`config.mk`:
```
export PLATFORM = sky130hd
export DESIGN_NAME = idle_frame_rate_and_booster_clock_cfg
export DESIGN_NICKNAME = d
export VERILOG_FILES = /design/src/design/idle_frame_rate_and_booster_clock_cfg.v
export VERILOG_INCLUDE_DIRS = /design/src /design/src/design
export SDC_FILE = /design/constraint.sdc
export NUM_CORES = 1
export LEC_CHECK = 0
export ABC_CLOCK_PERIOD_IN_PS = 7500
export BUFFER_PORTS_ARGS = -buffer_cell sky130_fd_sc_hd__buf_2
export CAP_MARGIN = 40
export CORE_MARGIN = 3
export CORE_UTILIZATION = 55
export DETAILED_ROUTE_END_ITERATION = 8
export GPL_TIMING_DRIVEN = 0
export PLACE_DENSITY = 0.76
export SKIP_LAST_GASP = 1
export SYNTH_ARGS = -nofsm -noshare
export SYNTH_HDL_FRONTEND = slang
export SYNTH_SLANG_ARGS = --single-unit
export TNS_END_PERCENT = 50
```
`constraint.sdc`:
```
create_clock -name mclk -period 7.5 [get_ports mclk]
set_clock_uncertainty 0.2 [all_clocks]
set_input_delay 0.375 -clock mclk [delete_from_list [all_inputs] [get_ports mclk]]
set_output_delay 0.375 -clock mclk [all_outputs]
set_load 0.01 [all_outputs]
```
`src/design/idle_timing_regs.vh`:
```
/*
 * Command codes, field positions, reset values and timing constants for the
 * idle frame timing and normal power configuration block.
 * Assumes inclusion by bare name from design files; definitions only.
 */
`ifndef IDLE_TIMING_REGS_VH
`define IDLE_TIMING_REGS_VH

// ****************************************************************
// Command codes (register offsets)
// ****************************************************************
`define CMD_IDLE_INV_PORCH_HIGH 8'hc3
`define CMD_IDLE_PORCH_LOW 8'hc4
`define CMD_IDLE_LINE_DIVIDER 8'hc5
`define CMD_NORMAL_GATE_PUMP 8'hc6
`define CMD_NORMAL_BIAS_NEG_PUMP 8'hc7

// ****************************************************************
// Reset values
// ****************************************************************
`define RST_IDLE_INV_PORCH_HIGH 8'h00
`define RST_IDLE_PORCH_LOW 8'h21
`define RST_IDLE_LINE_DIVIDER 8'h31
`define RST_NORMAL_GATE_PUMP 8'ha9
`define RST_NORMAL_BIAS_NEG_PUMP 8'h41

// ****************************************************************
// Field positions
// ****************************************************************
`define F_INV_SEL 7
`define F_PORCH_HI_MSB 4
`define F_NEG_GATE_MSB 7
`define F_NEG_GATE_LSB 6
`define F_AUX_POS_MSB 5
`define F_AUX_POS_LSB 4
`define F_POS_GATE_MSB 3
`define F_POS_GATE_LSB 2
`define F_ANALOG_MSB 1
`define F_ANALOG_LSB 0
`define F_IN_BIAS_MSB 6
`define F_IN_BIAS_LSB 4
`define F_OUT_BIAS_MSB 3
`define F_OUT_BIAS_LSB 2
`define F_NEG_ANALOG_MSB 1
`define F_NEG_ANALOG_LSB 0

// ****************************************************************
// Timing and limits
// ****************************************************************
`define MIN_PORCH 13'h0004
`define MIN_LINE_DIVIDER 8'h28
`define PANEL_LINES 390
`define TCON_CLK_VALUE 400
`define TCON_CLK_SCALE 1000000
`define NORMAL_PORCH_DEFAULT 13'h0020
`define NORMAL_DIVIDER_DEFAULT 8'h30

`endif

```
`src/design/idle_frame_rate_and_booster_clock_cfg.v`:
```
/*
 * Command/parameter register block for idle frame timing and normal-mode
 * charge-pump and amplifier bias selection, plus a line/frame timer.
 * Assumes host pins arrive synchronous to mclk; the write strobe is sampled
 * and its rising edge detected here. One parameter byte per command.
 */
// Notes on behaviour
// - Idle inversion bit: 0 column, 1 dot
// - Idle porch 13 bits, minimum 0x04; lower values are accepted, flagged and still used
// - Idle divider codes 28h..FFh only; lower codes are accepted and flagged, and the timer clamps them to 28h
// - Frame period from lines, porch, divider, tcon
// - Reference 390 lines, porch 20h, tcon 400
// - Writes accepted in every operating state
// - Neg gate pump clock 9/6.67/5/4.5 MHz
// - Aux pos gate pump 6.67/6/5/4.5 MHz
// - Pos gate pump 6.67/6/5/4.5 MHz
// - Analog pump clock 18/13/10/5 MHz
// - Neg analog pump 13/10/5 for 1..3
// - Output bias 0.1x to 0.4x
// - Input bias bits 6:4, bit 7 ignored
// - Neg analog pump code 0 gives 18 MHz
// - Input bias stop, then 1.0x..4.0x steps
`timescale 1ns/100ps
`include "idle_timing_regs.vh"

module idle_frame_rate_and_booster_clock_cfg #(
    parameter PANEL_LINES = `PANEL_LINES,
    parameter TCON_DIV = 4
) (
    input wire mclk,
    input wire sys_rst,
    input wire cmd_param_select,
    input wire write_strobe_n,
    input wire [7:0] data_in,
    input wire idle_mode,
    output reg dot_inversion,
    output reg [12:0] porch_length,
    output reg [7:0] line_divider,
    output reg setting_illegal,
    output reg line_tick,
    output reg frame_tick,
    output reg [1:0] neg_gate_pump_clock_sel,
    output reg [1:0] aux_pos_gate_pump_clock_sel,
    output reg [1:0] pos_gate_pump_clock_sel,
    output reg [1:0] analog_pump_clock_sel,
    output reg [1:0] neg_analog_pump_clock_sel,
    output reg [2:0] amp_input_bias_sel,
    output reg [1:0] amp_output_bias_sel,
    output reg [7:0] neg_gate_pump_khz_div,
    output reg [7:0] analog_pump_code_mhz,
    output reg [5:0] amp_input_bias_half_x,
    output reg [2:0] amp_output_bias_tenth_x
);

    // ****************************************************************
    // Host write capture
    // ****************************************************************
    reg strobe_q;
    reg [7:0] cur_cmd;
    reg cmd_valid;
    reg [7:0] idle_inversion_porch_high;
    reg [7:0] idle_porch_low;
    reg [7:0] idle_line_divider;
    reg [7:0] normal_gate_pump_clocks;
    reg [7:0] normal_bias_and_neg_pump;
    wire strobe_rise;

    // A strobe low or high for under one mclk period can be missed
    assign strobe_rise = write_strobe_n & ~strobe_q;

    // Command byte selects target; the one parameter byte lands there.
    // No mode gating here: writes land in sleep, idle, partial alike.
    always @(posedge mclk or posedge sys_rst) begin
        if (sys_rst) begin
            strobe_q <= 1'b1;
            cur_cmd <= 8'h00;
            cmd_valid <= 1'b0;
            idle_inversion_porch_high <= `RST_IDLE_INV_PORCH_HIGH;
            idle_porch_low <= `RST_IDLE_PORCH_LOW;
            idle_line_divider <= `RST_IDLE_LINE_DIVIDER;
            normal_gate_pump_clocks <= `RST_NORMAL_GATE_PUMP;
            normal_bias_and_neg_pump <= `RST_NORMAL_BIAS_NEG_PUMP;
        end else begin
            strobe_q <= write_strobe_n;
            if (strobe_rise && !cmd_param_select) begin
                cur_cmd <= data_in;
                cmd_valid <= 1'b1;
            end else if (strobe_rise && cmd_valid) begin
                // Only a single parameter follows; later bytes are dropped
                cmd_valid <= 1'b0;
                case (cur_cmd)
                    `CMD_IDLE_INV_PORCH_HIGH: begin
                        idle_inversion_porch_high <= data_in;
                    end
                    `CMD_IDLE_PORCH_LOW: begin
                        idle_porch_low <= data_in;
                    end
                    `CMD_IDLE_LINE_DIVIDER: begin
                        idle_line_divider <= data_in;
                    end
                    `CMD_NORMAL_GATE_PUMP: begin
                        normal_gate_pump_clocks <= data_in;
                    end
                    `CMD_NORMAL_BIAS_NEG_PUMP: begin
                        normal_bias_and_neg_pump <= data_in;
                    end
                    default: begin
                    end
                endcase
            end
        end
    end

    // ****************************************************************
    // Active setting selection
    // ****************************************************************
    reg next_dot;
    reg [12:0] next_porch;
    reg [7:0] next_divider;

    // Idle fields apply only in idle mode; otherwise normal defaults
    always @* begin
        if (idle_mode) begin
            next_dot = idle_inversion_porch_high[`F_INV_SEL];
            next_porch = {idle_inversion_porch_high[`F_PORCH_HI_MSB:0],
                          idle_porch_low};
            next_divider = idle_line_divider;
        end else begin
            next_dot = 1'b1;
            next_porch = `NORMAL_PORCH_DEFAULT;
            next_divider = `NORMAL_DIVIDER_DEFAULT;
        end
    end

    // ****************************************************************
    // Frame timer
    // ****************************************************************
    // A line lasts divider * tcon periods; a frame 2*lines + 2*porch lines.
    // TCON_DIV stands in for the timing-controller clock ratio to mclk.
    reg [7:0] tcon_cnt;
    reg [7:0] div_cnt;
    reg [14:0] line_cnt;
    wire [14:0] frame_lines;
    wire [7:0] eff_divider;
    wire next_illegal;

    // The end points are compared live, so the frame in which a setting
    // changes may run short or long; the frame after it is exact.
    // Both terms are doubled by a shift; the sum needs all fifteen bits.
    assign frame_lines = {PANEL_LINES[13:0], 1'b0} +
                         {1'b0, porch_length, 1'b0};
    // Illegal divider codes are clamped so the timer never stalls at zero
    assign eff_divider = (line_divider < `MIN_LINE_DIVIDER) ?
                         `MIN_LINE_DIVIDER : line_divider;
    // Out-of-range settings still reach the outputs, though the timer clamps a low divider; the flag reports them
    assign next_illegal = (next_porch < `MIN_PORCH) ||
                          (next_divider < `MIN_LINE_DIVIDER);

    // Timer and registered outputs
    always @(posedge mclk or posedge sys_rst) begin
        if (sys_rst) begin
            tcon_cnt <= 8'h00;
            div_cnt <= 8'h00;
            line_cnt <= 15'h0000;
            line_tick <= 1'b0;
            frame_tick <= 1'b0;
            dot_inversion <= 1'b1;
            porch_length <= `NORMAL_PORCH_DEFAULT;
            line_divider <= `NORMAL_DIVIDER_DEFAULT;
            setting_illegal <= 1'b0;
        end else begin
            dot_inversion <= next_dot;
            porch_length <= next_porch;
            line_divider <= next_divider;
            setting_illegal <= next_illegal;
            line_tick <= 1'b0;
            frame_tick <= 1'b0;
            if (tcon_cnt >= TCON_DIV[7:0] - 8'h01) begin
                tcon_cnt <= 8'h00;
                if (div_cnt >= eff_divider - 8'h01) begin
                    div_cnt <= 8'h00;
                    line_tick <= 1'b1;
                    if (line_cnt >= frame_lines - 15'h0001) begin
                        line_cnt <= 15'h0000;
                        frame_tick <= 1'b1;
                    end else begin
                        line_cnt <= line_cnt + 15'h0001;
                    end
                end else begin
                    div_cnt <= div_cnt + 8'h01;
                end
            end else begin
                tcon_cnt <= tcon_cnt + 8'h01;
            end
        end
    end

    // ****************************************************************
    // Pump clock and bias decode
    // ****************************************************************
    reg [7:0] next_neg_gate;
    reg [7:0] next_analog;
    reg [5:0] next_in_bias;
    wire [1:0] neg_gate_code;
    wire [1:0] analog_code;
    wire [2:0] in_bias_code;

    assign neg_gate_code = normal_gate_pump_clocks[`F_NEG_GATE_MSB:`F_NEG_GATE_LSB];
    assign analog_code = normal_gate_pump_clocks[`F_ANALOG_MSB:`F_ANALOG_LSB];
    assign in_bias_code = normal_bias_and_neg_pump[`F_IN_BIAS_MSB:`F_IN_BIAS_LSB];

    // Frequencies in tenths of MHz for the neg gate pump, MHz for analog
    always @* begin
        case (neg_gate_code)
            2'h0: begin
                next_neg_gate = 8'h5a;
            end
            2'h1: begin
                next_neg_gate = 8'h43;
            end
            2'h2: begin
                next_neg_gate = 8'h32;
            end
            default: begin
                next_neg_gate = 8'h2d;
            end
        endcase
        case (analog_code)
            2'h0: begin
                next_analog = 8'h12;
            end
            2'h1: begin
                next_analog = 8'h0d;
            end
            2'h2: begin
                next_analog = 8'h0a;
            end
            default: begin
                next_analog = 8'h05;
            end
        endcase
        // Code 0 stops the bias; code n gives (n+1)/2 x, counted in halves
        if (in_bias_code == 3'h0) begin
            next_in_bias = 6'h00;
        end else begin
            next_in_bias = {3'h0, in_bias_code} + 6'h01;
        end
    end

    // ****************************************************************
    // Registered select outputs
    // ****************************************************************
    // Raw selects go out registered; bit 7 of the bias register is unused
    always @(posedge mclk or posedge sys_rst) begin
        if (sys_rst) begin
            neg_gate_pump_clock_sel <= 2'h2;
            aux_pos_gate_pump_clock_sel <= 2'h2;
            pos_gate_pump_clock_sel <= 2'h2;
            analog_pump_clock_sel <= 2'h1;
            neg_analog_pump_clock_sel <= 2'h1;
            amp_input_bias_sel <= 3'h4;
            amp_output_bias_sel <= 2'h0;
        end else begin
            neg_gate_pump_clock_sel <= neg_gate_code;
            aux_pos_gate_pump_clock_sel <=
                normal_gate_pump_clocks[`F_AUX_POS_MSB:`F_AUX_POS_LSB];
            pos_gate_pump_clock_sel <=
                normal_gate_pump_clocks[`F_POS_GATE_MSB:`F_POS_GATE_LSB];
            analog_pump_clock_sel <= analog_code;
            neg_analog_pump_clock_sel <=
                normal_bias_and_neg_pump[`F_NEG_ANALOG_MSB:`F_NEG_ANALOG_LSB];
            amp_input_bias_sel <= in_bias_code;
            amp_output_bias_sel <=
                normal_bias_and_neg_pump[`F_OUT_BIAS_MSB:`F_OUT_BIAS_LSB];
        end
    end

    // ****************************************************************
    // Registered decoded outputs
    // ****************************************************************
    // Decoded values come from the same register as the selects, so both
    // change on one edge and a reader never sees them disagree.
    always @(posedge mclk or posedge sys_rst) begin
        if (sys_rst) begin
            neg_gate_pump_khz_div <= 8'h32;
            analog_pump_code_mhz <= 8'h0d;
            amp_input_bias_half_x <= 6'h05;
            amp_output_bias_tenth_x <= 3'h1;
        end else begin
            neg_gate_pump_khz_div <= next_neg_gate;
            analog_pump_code_mhz <= next_analog;
            amp_input_bias_half_x <= next_in_bias;
            amp_output_bias_tenth_x <= {1'b0,
                normal_bias_and_neg_pump[`F_OUT_BIAS_MSB:`F_OUT_BIAS_LSB]} + 3'h1;
        end
    end

endmodule

```
==> results of run 1 <==
==> worst paths after layout <==
check	slack (ns)	endpoint	cells after the start	startpoint
max	3.50	line_cnt[0]	14	line_divider[6]
min in group asynchronous	0.24	neg_gate_pump_khz_div[2]	3	sys_rst
max reg2reg	3.50	line_cnt[0]	14	line_divider[6]
min	0.04	normal_bias_and_neg_pump[3]	2	data_in[3]
min reg2reg	0.17	pos_gate_pump_clock_sel[1]	0	normal_gate_pump_clocks[3]
max in group asynchronous	6.11	idle_line_divider[4]	4	sys_rst
==> worst max-delay path: stages (launching register included) <==
cell and delay (ns):
dfrtp_1 0.44, nor2_1 0.22, nand2_1 0.15, nand2_1 0.12, ha_1 0.22, or3b_2 0.49
o31a_1 0.26, ha_1 0.27, nand2_1 0.04, a211o_1 0.27, o21bai_1 0.29, nand2b_1 0.11
buf_4 0.18, nor2_2 0.42, mux2_2 0.24
==> layout make-up <==
class | instances | area, sq um
Multi-Input combinational cell | 347 | 2460
Fill cell | 776 | 3140
Buffer | 15 | 96.3
Clock buffer | 23 | 467
Timing Repair Buffer | 82 | 483
Clock inverter | 9 | 141
Inverter | 16 | 65.1
Sequential cell | 136 | 3440
Tap cell | 136 | 170
==> kinds of logic (layout without fill, tap and decap cells) <==
family                     after synthesis  count (layout)  share of synthesized area [%]
and+or+nand+nor                        165             165                           14.6
adders and majority gates               38              38                           7.90
other                                    1              12                         0.0623
DFF                                    136             136                           57.2
AOI/OAI and AO/OA                       75              75                           7.65
buffers and inverters                   31             145                           2.60
xor gates and xnor gates                15              15                           2.18
muxes                                   42              42                           7.78
==> report_power, final <==
part / leakage (nW) / switching (mW) / internal (mW)
clock: 0.293 / 0.300 / 0.536
combinational: 1.62 / 0.130 / 0.0991
sequential: 1.66 / 0.0457 / 0.786
==> synthesized netlist by cell type (all sizes together) (11+ instances only) <==
cell,instances,share of area (%)
dfrtp,106,44
nand2,46,2.9
ha,38,7.9
mux2,38,7.1
o21ai,37,3.1
dfstp,30,13
nor2,30,1.9
and2,21,2.2
inv,16,1.0
a21oi,13,1.1
nand3,13,1.1
buf,11,1.4
nor3,11,1.0
xor2,11,1.6
==> through the flow <==
step                      hold slack [ns]  cells  area [sq um]  utilization, %  power [mW]
final                              0.0420    764          7320            70.0        1.90
after CTS                         0.00780    764          7320            70.0        1.91
after detailed placement            0.157    722          6620            63.2        1.07
after global placement              0.156    721          6580            62.9        1.05
after floorplan                     0.150    514          6060               -       0.995
after global routing               0.0356    764          7320            70.0        1.99
==> layer usage <==
layer | part of all wire [%] | vias to the layer above | global-route usage [%]
met4 | 2.1 | 0 | 8.37
met3 | 5.0 | 24 | 6.52
met2 | 49 | 104 | 33.7
met1 | 44 | 1978 | 26.2
li1 | - | 1958 | -
met5 | 0 | - | 0
==> cells in the final DEF (no fill, tap or decap), types with 8 or more instances in the layout <==
cell	instances
dfrtp_1	106
o21ai_0	35
buf_4	8
a21oi_1	13
buf_2	73
nand2b_1	10
inv_1	14
xor2_1	11
dfstp_2	30
nand2_1	46
ha_1	38
nor3_1	10
nor2_1	29
nand3_1	13
conb_1	12
dlygate4sd3_1	10
mux2_2	38
clkbuf_16	16
and2_1	21
a22o_1	9
==> repair_timing <==
| item | in CTS | in global routing |
|---|---|---|
| hold endpoints to repair | 82 | 0 |
| hold buffers | 10 | 0 |
| gates resized for setup | 0 | 0 |
| setup buffers | 0 | 0 |
==> impl_metrics.ini, run 1 <==
[status]
status = finished, final reports clean

[timing]
maxSlewViolCount = 0
period_share_pct = 53.4
rsz0062_at_grt = no
fmax_mhz = 250
period_needed_ns = 4.00
finalSetupTns_ns = 0
finalWorstSetupSlack_ns = 3.50
slew-limit-headroom_pct = 53.7
finalSetupViolations = 0
worstMarginPinSlew_ns = 0.692
hold_viol_final = 0

[synthesis]
synth-seq-cells = 136
yosysWarnings = 0
async_flop_share_pct = 100
syn_inst = 503
ys_seq_area_share_pct = 57.2
synth_flop_cell = dfrtp_1
ys_types = 53
netlist_area_sq_um = 6020
avgSynthCellArea_sq_um = 12.0
synth_edf_count = 0

[placement]
gp_congestion = 0.887
dpl.hpwl_mm = 8.42
place_ws_ns = 3.63
portBuffers = 71

[clock_tree]
cts_root_buffer = clkbuf_8
cts.sinks = 136
clk_path_buf_depth = 2
path_clk_slew_ns = 0.06
cts_tree = yes
numCtsBuffers = 17
cts_max_level = 4
clk_latency_ns = 0.53

[power_and_ir_drop]
power.density_nw_per_um2 = 259
ir_drop_v = 0.000165
p_leak_nw = 3.57

[hold_path]
hp-class = input port to register

[drt]
dr.first_iter.drc_count = 210
viasPerCell = 5.32
wirelength_mm = 11.9
first_pass_iters = 4
wl_per_cell_microns = 15.5
drc = 0
dr_total_vias = 4064
ant_nets = 0

[finish]
n_antenna_cell = 0
largest_register_ffs = 15
drive_gt1_share_pct = 31.1
top_regs = line_cnt x15, porch_length x13
top_register = line_cnt
area_growth_syn_to_layout_pct = 21.7
fin_nets = 666

[die]
chipWidth_microns = 111
fp.dieArea_sq_um = 12200
coreArea_sq_um = 10500
die_h_microns = 111
start_util_pct = 57.5
row_count = 37
ios = 78

[run]
maxCapViolations = 0

[global_routing]
grtUsageTotal_pct = 20.8
grt_pass1_wl_mm = 20.4
grt_pass1_vias = 4179
grt_max_degree = 82
grt_overflow = 0
grt_antenna_before_repair = 0

[critical_path]
cp_max_fo = 10
crit_type = register to register
startpoint_type = register
required_ns = 7.76
endpoint_kind = register
cp.arrival_ns = 4.27
(Power assumes the default switching activity.)
==> inputs of run 2 (changes only) <==
--- a/config.mk
+++ b/config.mk
@@ -6,7 +6,8 @@
 export SDC_FILE = /design/constraint.sdc
 export NUM_CORES = 1
 export LEC_CHECK = 0
-export ABC_CLOCK_PERIOD_IN_PS = 7500
+export ABC_AREA = 1
+export ABC_CLOCK_PERIOD_IN_PS = 4100
 export BUFFER_PORTS_ARGS = -buffer_cell sky130_fd_sc_hd__buf_2
 export CAP_MARGIN = 40
 export CORE_MARGIN = 3
==> constraint.sdc (replaced) <==
create_clock -name mclk -period 4.1 [get_ports mclk]
set_clock_uncertainty 0.2 [all_clocks]
set_input_delay 0.205 -clock mclk [delete_from_list [all_inputs] [get_ports mclk]]
set_output_delay 0.205 -clock mclk [all_outputs]
set_load 0.01 [all_outputs]
==> run 2 against run 1 <==
Against the previous run:
- sequential share of layout area down 3.7 points
- first-iteration DRC count increased by 33%
- worst hold slack gained 0.039 ns
- register-to-register slack got worse by 2.4 ns
- sequential power rose by 81%
- highest routed layer unchanged
- sequential cell count stayed put
- setup slack got worse by 2.4 ns
- final area up 8.6%
==> impl_metrics.ini, run 2 <==
[critical_path]
required_ns = 4.24
crit_path_cell_trace = ha_1 -> o21ai_0 -> o21ai_0 -> xor2_1 -> inv_1 -> ha_1 -> nand2_1 -> inv_1 -> nand2_1 -> nand2_1 -> a21oi_1 -> buf_2 -> nand3b_1 -> o21ai_1
r2r_end = line_cnt[3]
r2r_slack_ns = 1.08
crit_top_cell = nand2_1
crit_family = compound AO/OA/AOI/OAI gates
critPathSlowestCell = dfrtp_1
rr_startpoint = porch_length[0]
cp.arrival_ns = 3.15
cp_max_fo = 10
r2r_cells = 14
critPathBufInv = 3
max_stage_delay_ns = 0.41
endpoint_kind = register
startpoint_type = register
crit_type = register to register
startpoint = porch_length[0]

[synthesis]
ys_types = 39
netlist_area_sq_um = 6590
ys_seq_area_share_pct = 52.2
synth-seq-cells = 136
synth_most_common_cell = nand2_1
synth_top_area_cell = dfrtp_1
syn_inst = 723
avgSynthCellArea_sq_um = 9.12
async_flop_share_pct = 100
ys_top_cells_by_area = dfrtp_1 40%, dfstp_2 12%, nand2_1 11%, ha_1 7.2%, inv_1 5.8%
synth_commonest_cells = 185 x nand2_1, 106 x dfrtp_1, 102 x inv_1
synth_edf_count = 0
yosysWarnings = 0
synth_top_cell_area_share_pct = 40.2
synth_flop_cell = dfrtp_1

[global_routing]
grtUsageMet3_pct = 6.32
grt_most_used_layer = met2
grt_pass1_vias = 5270
grt_antenna_before_repair = 0
grt_max_degree = 74
met1_usage_pct = 26.3
grtUsageTotal_pct = 22.7
grt_overflow = 0
use_met2_pct = 39.6
grt_pass1_wl_mm = 23.8

[drt]
first_pass_iters = 5
dr_total_vias = 5076
wirelength_mm = 13.9
viasPerCell = 5.12
ant_nets = 0
drc = 0
dr.first_iter.drc_count = 280
wl_per_cell_microns = 14.0

[die]
row_count = 39
fp.dieArea_sq_um = 13300
die_h_microns = 115
coreArea_sq_um = 11600
start_util_pct = 57.0
ios = 78
chipWidth_microns = 115

[status]
status = finished, final reports clean

[clock_tree]
cts_root_buffer = clkbuf_16
numCtsBuffers = 17
cts_tree = yes
cts.sinks = 136
path_clk_slew_ns = 0.06
clk_latency_ns = 0.41
cts_max_level = 4
clk_path_buf_depth = 2
postCtsSetupBuffers = 0

[finish]
largest_register_ffs = 15
top_regs = line_cnt x15, porch_length x13
top_register = line_cnt
final_common_cell = nand2_1
final_cell_mix = 185 x nand2_1, 106 x dfrtp_1, 101 x inv_1, 76 x buf_2, 58 x nor2_1
area_growth_syn_to_layout_pct = 20.6
post-route-util_pct = 68.8
n_antenna_cell = 0
fin_nets = 887
drive_gt1_share_pct = 22.6

[timing]
maxSlewViolCount = 0
fmax_mhz = 332
hold_viol_final = 0
holdWs_ns = 0.0809
period_share_pct = 73.5
rsz0062_at_grt = no
slew-limit-headroom_pct = 62.3
finalWorstSetupSlack_ns = 1.08
finalSetupViolations = 0
worstMarginPinSlew_ns = 0.566
period_needed_ns = 3.02

[hold_path]
hp-class = input port to register
hold_path_end = cur_cmd[6]
min_path_cells = 5
hp-start = cmd_param_select

[placement]
portBuffers = 71
dpl.hpwl_mm = 9.78
gp_congestion = 0.875
place_ws_ns = 1.11

[run]
maxCapViolations = 0

[power_and_ir_drop]
power.density_nw_per_um2 = 454
p_leak_nw = 4.23
ir_drop_v = 0.000366
p_total_mw = 3.61
-- run 2: kinds of logic after synthesis --
kind of cell / Yosys count / share of synthesized area (%)
simple gates: 317 / 21.5
flops: 136 / 52.2
buf+inv: 125 / 8.35
compound gates: 81 / 7.36
fa+ha+maj: 38 / 7.21
xor+xnor: 25 / 3.32
other cells: 1 / 0.0569
-- run 2: worst max path at each step --
stage / endpoint / slack, ns / depth (start not counted)
2_1_floorplan: amp_input_bias_half_x[1] / 0.11 / 1
3_3_place_gp: amp_output_bias_sel[0] / -1.14 / 2
3_5_place_dp: line_cnt[4] / 1.11 / 14
4_1_cts: line_cnt[4] / 1.09 / 14
5_1_grt: line_cnt[4] / 0.81 / 14
6_report: line_cnt[3] / 1.08 / 14
-- run 2: per-stage QoR --
stage | instances | instance area (sq um) | TNS (ns)
final | 991 | 7950 | 0
after global routing | 991 | 7950 | 0
after CTS | 991 | 7950 | 0
after detailed placement | 949 | 7200 | 0
after global placement | 948 | 7170 | -119.98
after floorplan | 734 | 6640 | 0
-- run 2: per-layer routing --
layer | vias to the layer above | part of all wire, % | wire [microns]
met2 | 149 | 53 | 7360
met5 | - | 0 | 0
met1 | 2412 | 40 | 5510
met3 | 36 | 4.9 | 683
met4 | 0 | 2.7 | 369
li1 | 2479 | - | -
-- run 2: cell type report --
type / instances / area [sq um]
buffer: 20 / 156
clock buffer: 20 / 447
clock inverter: 11 / 195
fill: 862 / 3610
inverter: 105 / 399
multi-input combinational: 473 / 2640
sequential: 136 / 3440
tap: 143 / 179
timing repair buffer: 83 / 493
-- run 2: repair_timing --
| item | CTS | global route |
|---|---|---|
| endpoints found under the setup margin | 0 | 0 |
| resized for setup | 0 | 0 |
| hold buffers | 11 | 0 |
| endpoints found under the hold margin | 89 | 0 |
-- run 2: worst register-to-register path, stage by stage (launching register included) --
cell,delay (ns)
dfrtp_1,0.41
ha_1,0.26
o21ai_0,0.39
o21ai_0,0.18
xor2_1,0.16
inv_1,0.06
ha_1,0.27
nand2_1,0.10
inv_1,0.05
nand2_1,0.06
nand2_1,0.05
a21oi_1,0.23
buf_2,0.29
nand3b_1,0.11
o21ai_1,0.13
-- run 2: power by group --
| part | switching (mW) | internal, mW |
|---|---|---|
| Combinational | 0.276 | 0.173 |
| Clock | 0.553 | 1.09 |
| Sequential | 0.0876 | 1.43 |
==> inputs of run 3 (changes only) <==
--- a/config.mk
+++ b/config.mk
@@ -6,12 +6,12 @@
 export SDC_FILE = /design/constraint.sdc
 export NUM_CORES = 1
 export LEC_CHECK = 0
-export ABC_AREA = 1
-export ABC_CLOCK_PERIOD_IN_PS = 4100
+export ABC_AREA = 0
+export ABC_CLOCK_PERIOD_IN_PS = 2400
 export BUFFER_PORTS_ARGS = -buffer_cell sky130_fd_sc_hd__buf_2
 export CAP_MARGIN = 40
 export CORE_MARGIN = 3
-export CORE_UTILIZATION = 55
+export CORE_UTILIZATION = 52
 export DETAILED_ROUTE_END_ITERATION = 8
 export GPL_TIMING_DRIVEN = 0
 export PLACE_DENSITY = 0.76
==> constraint.sdc (replaced) <==
create_clock -name mclk -period 2.4 [get_ports mclk]
set_clock_uncertainty 0.2 [all_clocks]
set_input_delay 0.12 -clock mclk [delete_from_list [all_inputs] [get_ports mclk]]
set_output_delay 0.12 -clock mclk [all_outputs]
set_load 0.01 [all_outputs]
==> run 3 against run 2 <==
Against the previous run:
- the flow now finishes with violations (setup timing)
- fmax down 11%
- clock power increased by 62%
- critical path depth up 2
- wire length down 7.6%
- via count fell by 16%
- final area shrank 3.1%
- setup slack worse by 2.1 ns
- largest cell class unchanged
==> impl_metrics.ini, run 3 (synthesis results as in run 1) <==
[status]
status = finished with violations
failed_checks = setup timing

[finish]
largest_register_ffs = 15
top_regs = line_cnt x15, porch_length x13
final_cell_mix = 104 x dfrtp_1, 73 x buf_2, 41 x nand2_1, 38 x mux2_2, 37 x ha_1
fin_nets = 694
fillers = 760
final_common_cell = dfrtp_1
top_register = line_cnt
drive_gt1_share_pct = 36.6
area_growth_syn_to_layout_pct = 28.2
final_cells = 796
post-route-util_pct = 69.6
final_cell_area_sq_um = 7710
n_antenna_cell = 0

[power_and_ir_drop]
p_total_mw = 6.23
power.density_nw_per_um2 = 808
p_leak_nw = 3.76
ir_drop_v = 0.000626

[drt]
ant_nets = 0
drc = 0
first_pass_iters = 4
dr_total_vias = 4271
wirelength_mm = 12.9
wl_per_cell_microns = 16.2
viasPerCell = 5.37
dr.first_iter.drc_count = 275

[placement]
gp_congestion = 0.835
dpl.hpwl_mm = 8.60
dpl_cell_area_sq_um = 6650
dp_cells = 728
portBuffers = 71

[clock_tree]
path_clk_slew_ns = 0.06
cts_max_level = 4
numCtsBuffers = 17
cts_root_buffer = clkbuf_16
clk_latency_ns = 0.41
cts.sinks = 136
clk_path_buf_depth = 2
cts_tree = yes

[die]
coreArea_sq_um = 11100
ios = 78
die_h_microns = 114
row_count = 38
fp.dieArea_sq_um = 12900
chipWidth_microns = 114
start_util_pct = 54.3

[critical_path]
critPathSlowestCell = dfrtp_1
cp.arrival_ns = 3.47
required_ns = 2.49
startpoint_type = register
r2r_end = line_cnt[4]
endpoint_kind = register
crit_path_cell_trace = o21ai_2 -> nand2_2 -> nand2_4 -> ha_4 -> or3b_4 -> o31a_1 -> ha_1 -> nand2_1 -> a211o_1 -> o21bai_2 -> nand2b_1 -> buf_6 -> inv_6 -> buf_8 -> o21ai_2 -> a22o_1
r2r_cells = 16
rr_startpoint = line_divider[3]
crit_type = register to register
cp_max_fo = 7
crit_top_cell = o21ai_2
max_stage_delay_ns = 0.39
r2r_slack_ns = -0.97

[timing]
maxSlewViolCount = 0
finalWorstSetupSlack_ns = -0.975
period_share_pct = 141
finalSetupViolations = 34
worstMarginPinSlew_ns = 0.718
rsz0062_at_grt = yes
holdWs_ns = 0.0957
hold_viol_final = 0
fmax_mhz = 296
period_needed_ns = 3.37
slew-limit-headroom_pct = 51.9

[global_routing]
grt_overflow = 0
grt_pass1_wl_mm = 21.6
grt_max_degree = 43
grtUsageTotal_pct = 21.3
grt_antenna_before_repair = 0
grt_pass1_vias = 4415

[run]
maxCapViolations = 0

[hold_path]
hp-class = input port to asynchronous set/reset pin
==> run 3: cell count changes in the layout (fill, tap and decap cells not counted), moves of 11 or more <==
cell     delta
nand2_1   -144
inv_1      -87
mux2_2     +38
nor2_1     -30
and2_1     +21
buf_4      +18
nand3_1    -16
a21oi_1    -11
o21ai_2    -11
==> run 3: final cells by class <==
cell class	instances	area [sq um]	area share [%]
Multi-Input combinational cell	348	2570	33.4
Clock buffer	22	474	6.15
Timing Repair Buffer	109	723	9.38
Buffer	15	108	1.40
Tap cell	140	175	2.27
Clock inverter	10	145	1.88
Sequential cell	136	3440	44.7
Inverter	16	68.8	0.892
==> run 3: per-stage QoR <==
step / setup WS [ns] / setup TNS [ns]
6_report: -0.975 / -22.40
5_1_grt: -1.10 / -26.59
4_1_cts: -0.855 / -18.96
3_5_place_dp: -1.43 / -29.78
3_3_place_gp: -1.36 / -60.15
2_1_floorplan: -1.04 / -20.71
==> run 3: critical path: cells and delay by family, from the launching register on <==
family	cells	cell delay [ns]
buf+inv	3	0.33
fa+ha+maj	2	0.42
simple gates	5	0.74
compound gates	6	1.17
flops	1	0.39
==> run 3: how the worst max path moves through the flow <==
stage          slack, ns             from          end  depth (start not counted)
2_1_floorplan      -1.04  line_divider[6]  line_cnt[5]                         16
6_report           -0.97  line_divider[3]  line_cnt[4]                         16
5_1_grt            -1.10  line_divider[3]  line_cnt[1]                         17
3_5_place_dp       -1.43  line_divider[6]  line_cnt[0]                         14
4_1_cts            -0.85  line_divider[7]  line_cnt[1]                         17
3_3_place_gp       -1.36  line_divider[6]  line_cnt[0]                         14
==> run 3: report_power, final <==
group          switching [mW]  internal [mW]
logic                   0.490          0.464
registers               0.148           2.46
clock network           0.951           1.72
==> run 3: repair_timing <==
| item | in CTS | in global routing |
|---|---|---|
| setup endpoints to repair | 34 | 36 |
| buffers inserted | 16 | 7 |
| pin swaps | 14 | 13 |
| hold endpoints to repair | 97 | 0 |
| gates cloned | 1 | 0 |
| resized for setup | 31 | 14 |
| hold buffers | 12 | 0 |
==> run 3: metal layers <==
layer	global-route usage (%)	wire length, microns	share of wire, %	up-vias
li1	-	-	-	2013
met1	24.8	5090	40	2110
met2	36.5	6760	53	121
met3	6.74	729	5.7	27
met4	8.65	276	2.1	0
met5	0	0	0	-
